===== src/rtl/sewp_regs.vh =====
// constants of the serial protect and status block
`ifndef SEWP_REGS_VH
`define SEWP_REGS_VH

// ==========================================
// command opcodes, msb first on the wire
`define SEWP_OPC_SETL    8'h06
`define SEWP_OPC_CLRL    8'h04
`define SEWP_OPC_STATUS_READ_CMD    8'h05
`define SEWP_OPC_STATUS_WRITE_CMD    8'h01
`define SEWP_OPC_WRITE   8'h02
`define SEWP_OPC_READ    8'h03

// ==========================================
// status byte layout
`define SEWP_SR_PEN      7
`define SEWP_SR_BP_HI    3
`define SEWP_SR_BP_LO    2
`define SEWP_SR_LATCH    1
`define SEWP_SR_BUSY     0
`define SEWP_SR_WMASK    8'h8C
`define SEWP_NV_RST      3'h0

// ==========================================
// array geometry and guarded ranges
`define SEWP_AW          13
`define SEWP_QTR_BASE    13'h1800
`define SEWP_HALF_BASE   13'h1000

// ==========================================
// frame bit counts
`define SEWP_OPC_BITS    8
`define SEWP_ADDR_BITS   16

// ==========================================
// write cycle time, longest, rounded down
`define SEWP_TWC_MS      5
`define SEWP_CLK_HZ      40000000
`define SEWP_TWC_CYC     (`SEWP_TWC_MS * (`SEWP_CLK_HZ / 1000))

`endif


===== src/rtl/sewp_top.v =====
// spi eeprom write latch, status byte and write protection
// Functional notes
// - set-latch command sets the write latch, clear-latch command clears it.
// - no array or status write completes unless the latch was set first.
// - latch clears at power-up and after clear-latch, status write, array write.
// - status read works at any time, even during an internal write.
// - status byte: enable bit 7, guards bits 3-2, latch bit 1, busy 0.
// - busy reads 1 during an internal write, else 0; never written.
// - latch flag follows latch; latch commands work despite hardware protection.
// - guard bits are nonvolatile, changed only by status write.
// - guards 00 none, 01 1800h-1FFFh, 10 1000h-1FFFh, 11 whole array.
// - status read repeats the status byte while chip select stays low.
// - hardware protection only when protect pin low and enable bit set.
// - hardware protection blocks only nonvolatile status writes, nothing else.
// - status write cycle starts on chip select rising after a valid sequence.
// - array commands are ignored during an internal write cycle.
// - power-on in standby, latch clear, output off; select high first.
// - latch clear refuses all writes; set allows unguarded array and status.
// - deselect does not stop a started write; standby after it ends.
// - serial output is high impedance whenever chip select is high.
// - protect pin falling during a started write does not affect it.
// - input captured on rising serial clock, output changed after falling.
// - opcodes msb first: set 06h, clear 04h, status read 05h.
// - status write opcode 01h followed by one data byte.
`include "sewp_regs.vh"
`default_nettype none

module sewp_top #(
	parameter P_TWC_CYC = `SEWP_TWC_CYC
) (
	// clock, reset, enable
	input  wire                 i_ref_clk,
	input  wire                 i_rst_n,
	input  wire                 i_clk_en,
	// serial pins
	input  wire                 i_cs_n,
	input  wire                 i_sck,
	input  wire                 i_si,
	input  wire                 i_wp_n,
	output wire                 o_so,
	output wire                 o_so_oe_n,
	// nonvolatile cell for enable and guard bits
	input  wire [2:0]           i_nv_bits,
	output wire [2:0]           o_nv_bits,
	output wire                 o_nv_wr,
	// array write side
	output wire                 o_arr_wr_go,
	output wire [`SEWP_AW-1:0]  o_arr_addr,
	// state
	output wire                 o_busy,
	output wire                 o_latch,
	output wire                 o_standby
);

	// ==========================================
	// sequence states
	localparam [2:0] ST_OPC  = 3'h0;
	localparam [2:0] ST_SRD  = 3'h1;
	localparam [2:0] ST_ADDR = 3'h2;
	localparam [2:0] ST_WDAT = 3'h3;
	localparam [2:0] ST_STATUS_READ_CMD = 3'h4;
	localparam [2:0] ST_HOLD = 3'h5;
	localparam [2:0] ST_IGN  = 3'h6;

	localparam [31:0] OPC_LAST32  = `SEWP_OPC_BITS - 1;
	localparam [31:0] ADDR_LAST32 = `SEWP_ADDR_BITS - 1;
	localparam [4:0]  OPC_LAST    = OPC_LAST32[4:0];
	localparam [4:0]  ADDR_LAST   = ADDR_LAST32[4:0];

	// ==========================================
	// guarded address decode
	// guard range decode
	function f_guarded;
		input [`SEWP_AW-1:0] a;
		input [1:0]          bp;
		begin
			case (bp)
				2'h0:    f_guarded = 1'b0;
				2'h1:    f_guarded = (a >= `SEWP_QTR_BASE);
				2'h2:    f_guarded = (a >= `SEWP_HALF_BASE);
				default: f_guarded = 1'b1;
			endcase
		end
	endfunction

	// ==========================================
	// reset release
	reg rst_m_r;
	reg rst_s_r;
	wire rst_n;

	// async assert, release after two edges
	always @(posedge i_ref_clk or negedge i_rst_n) begin
		if (!i_rst_n) begin
			rst_m_r <= 1'b0;
			rst_s_r <= 1'b0;
		end else if (i_clk_en) begin
			rst_m_r <= 1'b1;
			rst_s_r <= rst_m_r;
		end
	end

	assign rst_n = rst_s_r;

	// ==========================================
	// pin synchronisers
	wire [3:0] pin_s;
	wire       cs_s;
	wire       sck_s;
	wire       si_s;
	wire       wp_s;

	// all pins reset low so select needs a real high first
	sewp_sync #(
		.W  (4),
		.RV (4'h0)
	) u_sync (
		.i_clk   (i_ref_clk),
		.i_rst_n (rst_n),
		.i_ce    (i_clk_en),
		.i_d     ({i_cs_n, i_sck, i_si, i_wp_n}),
		.o_q     (pin_s)
	);

	assign cs_s  = pin_s[3];
	assign sck_s = pin_s[2];
	assign si_s  = pin_s[1];
	assign wp_s  = pin_s[0];

	// ==========================================
	// write cycle timer
	wire busy;
	wire wc_done;
	reg  wc_start_r;

	sewp_wcycle #(
		.CYC (P_TWC_CYC)
	) u_wcycle (
		.i_clk   (i_ref_clk),
		.i_rst_n (rst_n),
		.i_ce    (i_clk_en),
		.i_start (wc_start_r),
		.o_busy  (busy),
		.o_done  (wc_done)
	);

	// ==========================================
	// state registers
	reg [2:0]          state_r;
	reg [4:0]          cnt_r;
	reg [2:0]          dbit_r;
	reg                gotb_r;
	reg [7:0]          sh_r;
	reg [7:0]          cmd_r;
	reg [`SEWP_AW-1:0] addr_r;
	reg                sck_d_r;
	reg                cs_d_r;
	reg                armed_r;
	reg                latch_r;
	reg                pen_r;
	reg [1:0]          bp_r;
	reg                nv_ld_r;
	reg                sr_pend_r;
	reg [2:0]          sr_new_r;
	reg                nv_wr_r;
	reg                arr_go_r;
	reg                so_r;
	reg                oe_n_r;
	reg [2:0]          oidx_r;
	reg [7:0]          snap_r;

	// ==========================================
	// edges and combined terms
	wire       sck_rise;
	wire       sck_fall;
	wire       cs_rise;
	wire       sel;
	wire       hw_prot;
	wire [7:0] sh_nxt;
	wire [7:0] status;
	wire       sr_ok;
	wire       arr_ok;

	// edges found on the synchronised copies only
	assign sck_rise = sck_s & ~sck_d_r;
	assign sck_fall = ~sck_s & sck_d_r;
	assign cs_rise  = cs_s & ~cs_d_r;
	assign sel      = ~cs_s & armed_r;
	assign sh_nxt   = {sh_r[6:0], si_s};

	assign hw_prot  = ~wp_s & pen_r;

	assign status   = {pen_r, 3'h0, bp_r, latch_r, busy};

	assign sr_ok    = latch_r & ~hw_prot & ~busy;

	assign arr_ok   = latch_r & ~busy & gotb_r & (dbit_r == 3'h0) &
	                  ~f_guarded(addr_r, bp_r);

	// ==========================================
	// nonvolatile bits
	// loaded from the cell once after reset release; an async reset can
	// only take a constant, so the cell value comes in by a clocked load
	always @(posedge i_ref_clk or negedge rst_n) begin
		if (!rst_n) begin
			pen_r   <= 1'b0;
			bp_r    <= 2'h0;
			nv_ld_r <= 1'b0;
			nv_wr_r <= 1'b0;
		end else if (i_clk_en) begin
			nv_wr_r <= 1'b0;
			if (!nv_ld_r) begin
				{pen_r, bp_r} <= i_nv_bits;
				nv_ld_r       <= 1'b1;
			end else if (wc_done && sr_pend_r) begin
				{pen_r, bp_r} <= sr_new_r;
				nv_wr_r       <= 1'b1;
			end
		end
	end

	// ==========================================
	// serial sequence engine
	always @(posedge i_ref_clk or negedge rst_n) begin
		if (!rst_n) begin
			state_r    <= ST_OPC;
			cnt_r      <= 5'h0;
			dbit_r     <= 3'h0;
			gotb_r     <= 1'b0;
			sh_r       <= 8'h00;
			cmd_r      <= 8'h00;
			addr_r     <= {`SEWP_AW{1'b0}};
			sck_d_r    <= 1'b0;
			cs_d_r     <= 1'b0;
			armed_r    <= 1'b0;
			latch_r    <= 1'b0;
			sr_pend_r  <= 1'b0;
			sr_new_r   <= `SEWP_NV_RST;
			wc_start_r <= 1'b0;
			arr_go_r   <= 1'b0;
		end else if (i_clk_en) begin
			sck_d_r    <= sck_s;
			cs_d_r     <= cs_s;
			wc_start_r <= 1'b0;
			arr_go_r   <= 1'b0;
			if (cs_s) begin
				armed_r <= 1'b1;
			end
			if (wc_done) begin
				sr_pend_r <= 1'b0;
			end
			if (!sel) begin
				// deselect restarts the frame, never the timer
				state_r <= ST_OPC;
				cnt_r   <= 5'h0;
				dbit_r  <= 3'h0;
				gotb_r  <= 1'b0;
				if (cs_rise && armed_r) begin
					case (cmd_r)
						`SEWP_OPC_SETL: begin
							if (state_r == ST_HOLD) begin
								latch_r <= 1'b1;
							end
						end
						`SEWP_OPC_CLRL: begin
							if (state_r == ST_HOLD) begin
								latch_r <= 1'b0;
							end
						end
						`SEWP_OPC_STATUS_WRITE_CMD: begin
							if (state_r == ST_HOLD && sr_ok) begin
								sr_new_r   <= {sh_r[`SEWP_SR_PEN], sh_r[`SEWP_SR_BP_HI],
								               sh_r[`SEWP_SR_BP_LO]};
								sr_pend_r  <= 1'b1;
								wc_start_r <= 1'b1;
								latch_r    <= 1'b0;
							end
						end
						`SEWP_OPC_WRITE: begin
							if (state_r == ST_WDAT && arr_ok) begin
								arr_go_r   <= 1'b1;
								wc_start_r <= 1'b1;
								latch_r    <= 1'b0;
							end
						end
						default: begin
							cmd_r <= cmd_r;
						end
					endcase
				end
			end else if (sck_rise) begin
				sh_r <= sh_nxt;
				case (state_r)
					ST_OPC: begin
						cnt_r <= cnt_r + 1'b1;
						if (cnt_r == OPC_LAST) begin
							cnt_r <= 5'h0;
							cmd_r <= sh_nxt;
							case (sh_nxt)
								`SEWP_OPC_SETL:  state_r <= ST_HOLD;
								`SEWP_OPC_CLRL:  state_r <= ST_HOLD;
								`SEWP_OPC_STATUS_READ_CMD:  state_r <= ST_STATUS_READ_CMD;
								`SEWP_OPC_STATUS_WRITE_CMD:  state_r <= ST_SRD;
								`SEWP_OPC_WRITE: state_r <= busy ? ST_IGN : ST_ADDR;
								default:         state_r <= ST_IGN;
							endcase
						end
					end
					ST_SRD: begin
						cnt_r <= cnt_r + 1'b1;
						if (cnt_r == OPC_LAST) begin
							state_r <= ST_HOLD;
						end
					end
					ST_ADDR: begin
						// upper address bits fall off the top
						addr_r <= {addr_r[`SEWP_AW-2:0], si_s};
						cnt_r  <= cnt_r + 1'b1;
						if (cnt_r == ADDR_LAST) begin
							state_r <= ST_WDAT;
						end
					end
					ST_WDAT: begin
						// data bits are only counted; the byte is not passed to the array path
						dbit_r <= dbit_r + 1'b1;
						if (dbit_r == 3'h7) begin
							gotb_r <= 1'b1;
						end
					end
					ST_HOLD: begin
						// extra clocks spoil a complete frame
						state_r <= ST_IGN;
					end
					default: begin
						state_r <= state_r;
					end
				endcase
			end
		end
	end

	// ==========================================
	// serial output
	// status is snapped at each byte start so a byte
	// never mixes two values of the busy flag
	always @(posedge i_ref_clk or negedge rst_n) begin
		if (!rst_n) begin
			so_r   <= 1'b0;
			oe_n_r <= 1'b1;
			oidx_r <= 3'h0;
			snap_r <= 8'h00;
		end else if (i_clk_en) begin
			if (!sel) begin
				oe_n_r <= 1'b1;
				oidx_r <= 3'h0;
			end else if (sck_fall && state_r == ST_STATUS_READ_CMD) begin
				oe_n_r <= 1'b0;
				oidx_r <= oidx_r + 1'b1;
				if (oidx_r == 3'h0) begin
					snap_r <= status;
					so_r   <= status[7];
				end else begin
					so_r   <= snap_r[~oidx_r];
				end
			end
		end
	end

	// ==========================================
	// outputs
	assign o_so        = so_r;
	assign o_so_oe_n   = oe_n_r;
	assign o_nv_bits   = {pen_r, bp_r};
	assign o_nv_wr     = nv_wr_r;
	assign o_arr_wr_go = arr_go_r;
	assign o_arr_addr  = addr_r;
	assign o_busy      = busy;
	assign o_latch     = latch_r;
	assign o_standby   = cs_s & ~busy;

endmodule
`default_nettype wire


===== src/rtl/sewp_sync.v =====
// two flip-flop synchroniser for asynchronous pin levels
`default_nettype none

module sewp_sync #(
	parameter         W  = 4,
	parameter [W-1:0] RV = {W{1'b0}}
) (
	// clock, reset, enable
	input  wire         i_clk,
	input  wire         i_rst_n,
	input  wire         i_ce,
	// pin levels in, synchronised out
	input  wire [W-1:0] i_d,
	output wire [W-1:0] o_q
);

	reg [W-1:0] meta_r;
	reg [W-1:0] sync_r;

	// ==========================================
	// first stage feeds only the second stage
	always @(posedge i_clk or negedge i_rst_n) begin
		if (!i_rst_n) begin
			meta_r <= RV;
			sync_r <= RV;
		end else if (i_ce) begin
			meta_r <= i_d;
			sync_r <= meta_r;
		end
	end

	assign o_q = sync_r;

endmodule
`default_nettype wire


===== src/rtl/sewp_wcycle.v =====
// self-timed internal write cycle timer
`default_nettype none

module sewp_wcycle #(
	parameter CYC = 200000,
	parameter CW  = $clog2(CYC + 1)
) (
	// clock, reset, enable
	input  wire i_clk,
	input  wire i_rst_n,
	input  wire i_ce,
	// start pulse in, busy level and done pulse out
	input  wire i_start,
	output wire o_busy,
	output wire o_done
);

	localparam [31:0] LAST32 = CYC - 1;

	reg [CW-1:0] cnt_r;
	reg          busy_r;
	reg          done_r;

	// ==========================================
	// count down; a start while busy is dropped
	always @(posedge i_clk or negedge i_rst_n) begin
		if (!i_rst_n) begin
			cnt_r  <= {CW{1'b0}};
			busy_r <= 1'b0;
			done_r <= 1'b0;
		end else if (i_ce) begin
			done_r <= 1'b0;
			if (!busy_r) begin
				if (i_start) begin
					cnt_r  <= LAST32[CW-1:0];
					busy_r <= 1'b1;
				end
			end else if (cnt_r == {CW{1'b0}}) begin
				busy_r <= 1'b0;
				done_r <= 1'b1;
			end else begin
				cnt_r <= cnt_r - 1'b1;
			end
		end
	end

	assign o_busy = busy_r;
	assign o_done = done_r;

endmodule
`default_nettype wire


===== config.mk =====
export PLATFORM = sky130hd
export DESIGN_NAME = sewp_top
export DESIGN_NICKNAME = d
export VERILOG_FILES = /design/src/rtl/sewp_top.v /design/src/rtl/sewp_sync.v /design/src/rtl/sewp_wcycle.v
export VERILOG_INCLUDE_DIRS = /design/src /design/src/rtl
export SDC_FILE = /design/constraint.sdc
export NUM_CORES = 1
export LEC_CHECK = 0
export ABC_AREA = 1
export BUFFER_PORTS_ARGS = -buffer_cell sky130_fd_sc_hd__buf_2
export CAP_MARGIN = 20
export CORE_UTILIZATION = 45
export CTS_CLUSTER_SIZE = 24
export DETAILED_ROUTE_END_ITERATION = 8
export PLACE_DENSITY_LB_ADDON = 0.08
export SLEW_MARGIN = 20
export SYNTH_ARGS = -nofsm -noshare
export SYNTH_HDL_FRONTEND = slang
export SYNTH_SLANG_ARGS = --single-unit

===== constraint.sdc =====
create_clock -name i_ref_clk -period 5.3 [get_ports i_ref_clk]
set_input_delay 1.06 -clock i_ref_clk [delete_from_list [all_inputs] [get_ports i_ref_clk]]
set_output_delay 1.06 -clock i_ref_clk [all_outputs]
set_load 0.02 [all_outputs]

==> impl_metrics.csv <==
group,metric,value,unit
worst_setup_path,cp_cell_sequence,"buf_2, inv_2, nor3_4, nand4_4, nor2_1, a21oi_2",
power_and_ir_drop,powerDensity,449,nW/um2
final_layout,area_growth,8.87,%
status,outcome,"finished, final reports clean",
synthesis,ys_top_cells_by_area,"dfrtp_1, nand2_1, o21ai_0",
worst_setup_path,crit_fanout,26,
worst_setup_path,endpoint_kind,"flop",
detailed_routing,drtIter0Drc,217,
timing,fmax,343,MHz
synthesis,synth_fa_ha_area_share,2.02,%
synthesis,yosysSeqAreaShare,48.4,%
min_path,hold_class,"reg2async",
detailed_routing,drc_errors,0,
detailed_routing,post_drt_wl_per_cell,13.0,um
final_layout,drive_gt1_share,12.2,%
grt,grt_max_degree,63,
placement,gp_congestion,0.844,
final_layout,fillers,1029,
clock_network,cts_buffers,9,
clock_network,hold_buffers,0,
synthesis,synth_xor_area_share,1.06,%
grt,antenna_found_initial,0,
power_and_ir_drop,total_power,0.00243,W
grt,overflow,0,
detailed_routing,dr.pass1.iters,5,
synthesis,yosysMostFrequentCell,"nand2_1",
timing,setup_tns,0,ns
final_layout,final_area,5410,um2
placement,portBuffers,32,
synthesis,yosys-mux-area-fraction,0,%
clock_network,cts_max_level,3,
timing,rsz0062_at_grt,"false",
synthesis,synth_compound_area_share,10.6,%
clock_network,path_clk_slew,0.09,ns
floorplanning,core_area,10500,um2
worst_setup_path,path_class,"in2reg",
grt,gr-usage-all-layers,20.5,%
synthesis,synth_cell_type_count,36,
detailed_routing,num_vias,4045,
synthesis,synth-seq-cells,96,
floorplanning,start_util,47.3,%
worst_setup_path,slowest_delay,0.64,ns
worst_setup_path,crit_slowest_cell,"nor3_4",
timing,relSlewSlack,48.6,%
grt,grt_pass1_vias,3892,
clock_network,cts_tree,"yes",
worst_setup_path,cp.arrival,3.16,ns
worst_setup_path,startpoint,"i_clk_en",
clock_network,post-cts-setup-buffers,0,
detailed_routing,via_per_inst,5.02,
placement,placed_cell_area,5200,um2
synthesis,ys_top_cells_by_count,"nand2_1, dfrtp_1, inv_1, nor2_1, o21ai_0",
floorplanning,die_h,107,um
grt,grt_pass1_wl,18300,um
timing,period_share,55.0,%
floorplanning,pin_count,33,
synthesis,syn_inst,640,
synthesis,synth_largest_area_cell,"dfrtp_1",
clock_network,root_buffer,"clkbuf_8",
final_layout,final_net_count,685,
synthesis,syn-num-nets,658,
timing,hold_ws,0.281,ns
floorplanning,die_w,107,um
power_and_ir_drop,peakVddDrop,0.246,mV
timing,finalHoldViolCount,0,
synthesis,async_flop_share,100,%
synthesis,postSynthAreaPerCell,7.76,um2
worst_setup_path,startpoint_type,"input pin",
synthesis,synthSimpleGateAreaFrac,29.6,%
timing,period_needed,2.92,ns
synthesis,synth_area,4970,um2
timing,tightestPinTransition,0.771,ns
synthesis,synth_top_cell_area_share,47.9,%
final_layout,antennaDiodeCount,0,
worst_setup_path,reg2reg_from,"u_sync.o_q[3]",
clock_network,clock_latency,0.37,ns
synthesis,ys_warn_count,0,
clock_network,clockBufferDepth,2,
synthesis,ys.flop_type,"dfrtp_1",
synthesis,synth_edf_count,0,
timing,finalSetupViolations,0,
power_and_ir_drop,leakagePower,2.65,nW
final_layout,register_area,2410,um2
timing,finalMaxSlewViolations,0,
clock_network,clock_sinks,96,
clock_network,cts_resized,0,
placement,dp_hpwl,7630,um
floorplanning,dieArea,11500,um2
detailed_routing,ant_nets,0,
synthesis,synth_top_family_by_area,"simple AND/OR/NAND/NOR gates",
timing,fin_skew,0.00820,ns
final_layout,multi_input_area,2150,um2
floorplanning,rows,37,
detailed_routing,totalWireLength,10500,um
worst_setup_path,worstPathRequired,5.55,ns
run,max-cap-violations,0,
-- logic make-up (layout without fill, tap and decap cells) --
| logic type | after synthesis | count (layout) |
|---|---|---|
| AOI/OAI and AO/OA | 92 | 92 |
| and+or+nand+nor | 339 | 339 |
| DFF | 96 | 96 |
| xor gates and xnor gates | 6 | 6 |
| adders and majority gates | 8 | 8 |
| buffers and inverters | 99 | 129 |
-- per-layer routing --
metal  part of all wire (%)  vias to the layer above  track usage, %
li1                       -                     2074               -
met1                     47                     1904            27.0
met2                     48                       51            33.5
met3                    2.6                       16            3.16
met4                    2.3                        0            9.20
met5                      0                        -               0
-- worst max-delay path: cells and delay by family --
kind	cells	cell delay, ns
AOI/OAI and AO/OA	1	0.04
buffers and inverters	2	0.59
and+or+nand+nor	3	1.46
-- state kept, by name (all words and copies together) (netlist names), 4 cells and up --
register        flops
o_arr_addr         13
sh_r                8
cnt_r               5
u_wcycle.cnt_r     18
cmd_r               8
snap_r              5
u_sync.o_q          4
u_sync.meta_r       4
-- where the power goes --
part	total, W	internal (W)	switching, W
combinational	0.000805	0.000271	0.000534
clock	0.000523	0.000272	0.000251
sequential	0.00110	0.000923	0.000178
total	0.00243	0.00147	0.000963
-- layout by cell type, fill, tap and decap left out, types with 7 or more instances in the layout --
cell	count
buf_2	32
nand2_1	192
nand3_1	51
dfrtp_1	94
clkbuf_8	10
nor2_1	72
o21ai_0	61
inv_1	78
ha_1	8
o21ai_2	7
-- cell type report --
cell class                      instances  share of cell area, %
Sequential cell                        96                   44.5
Clock inverter                          4                   1.30
Clock buffer                           10                   2.55
Tap cell                              136                   3.15
Inverter                               82                   5.69
Multi-Input combinational cell        445                   39.7
Timing Repair Buffer                   33                   3.10
-- path summary, 6_finish.rpt --
kind                                       to  slack (ns)  depth (start not counted)
setup / recovery                o_arr_addr[3]        2.38                          6
hold / removal             u_wcycle.cnt_r[10]        0.28                          0
setup reg to reg                o_arr_addr[3]        2.85                          6
hold reg to reg            u_wcycle.cnt_r[10]        0.28                          0
max in group asynchronous          state_r[1]        3.89                          1
min in group i_ref_clk       u_sync.meta_r[0]        0.48                          2
-- metrics by stage --
stage          setup slack (ns)  utilization (%)  std cells
6_report                   2.38             51.4        806
5_1_grt                    2.08             51.4        806
4_1_cts                    2.37             51.4        806
3_5_place_dp               1.96             49.5        792
3_3_place_gp               2.06             49.5        792
2_1_floorplan              2.41                -        640
Note: power is estimated with default switching activity, not from simulation.
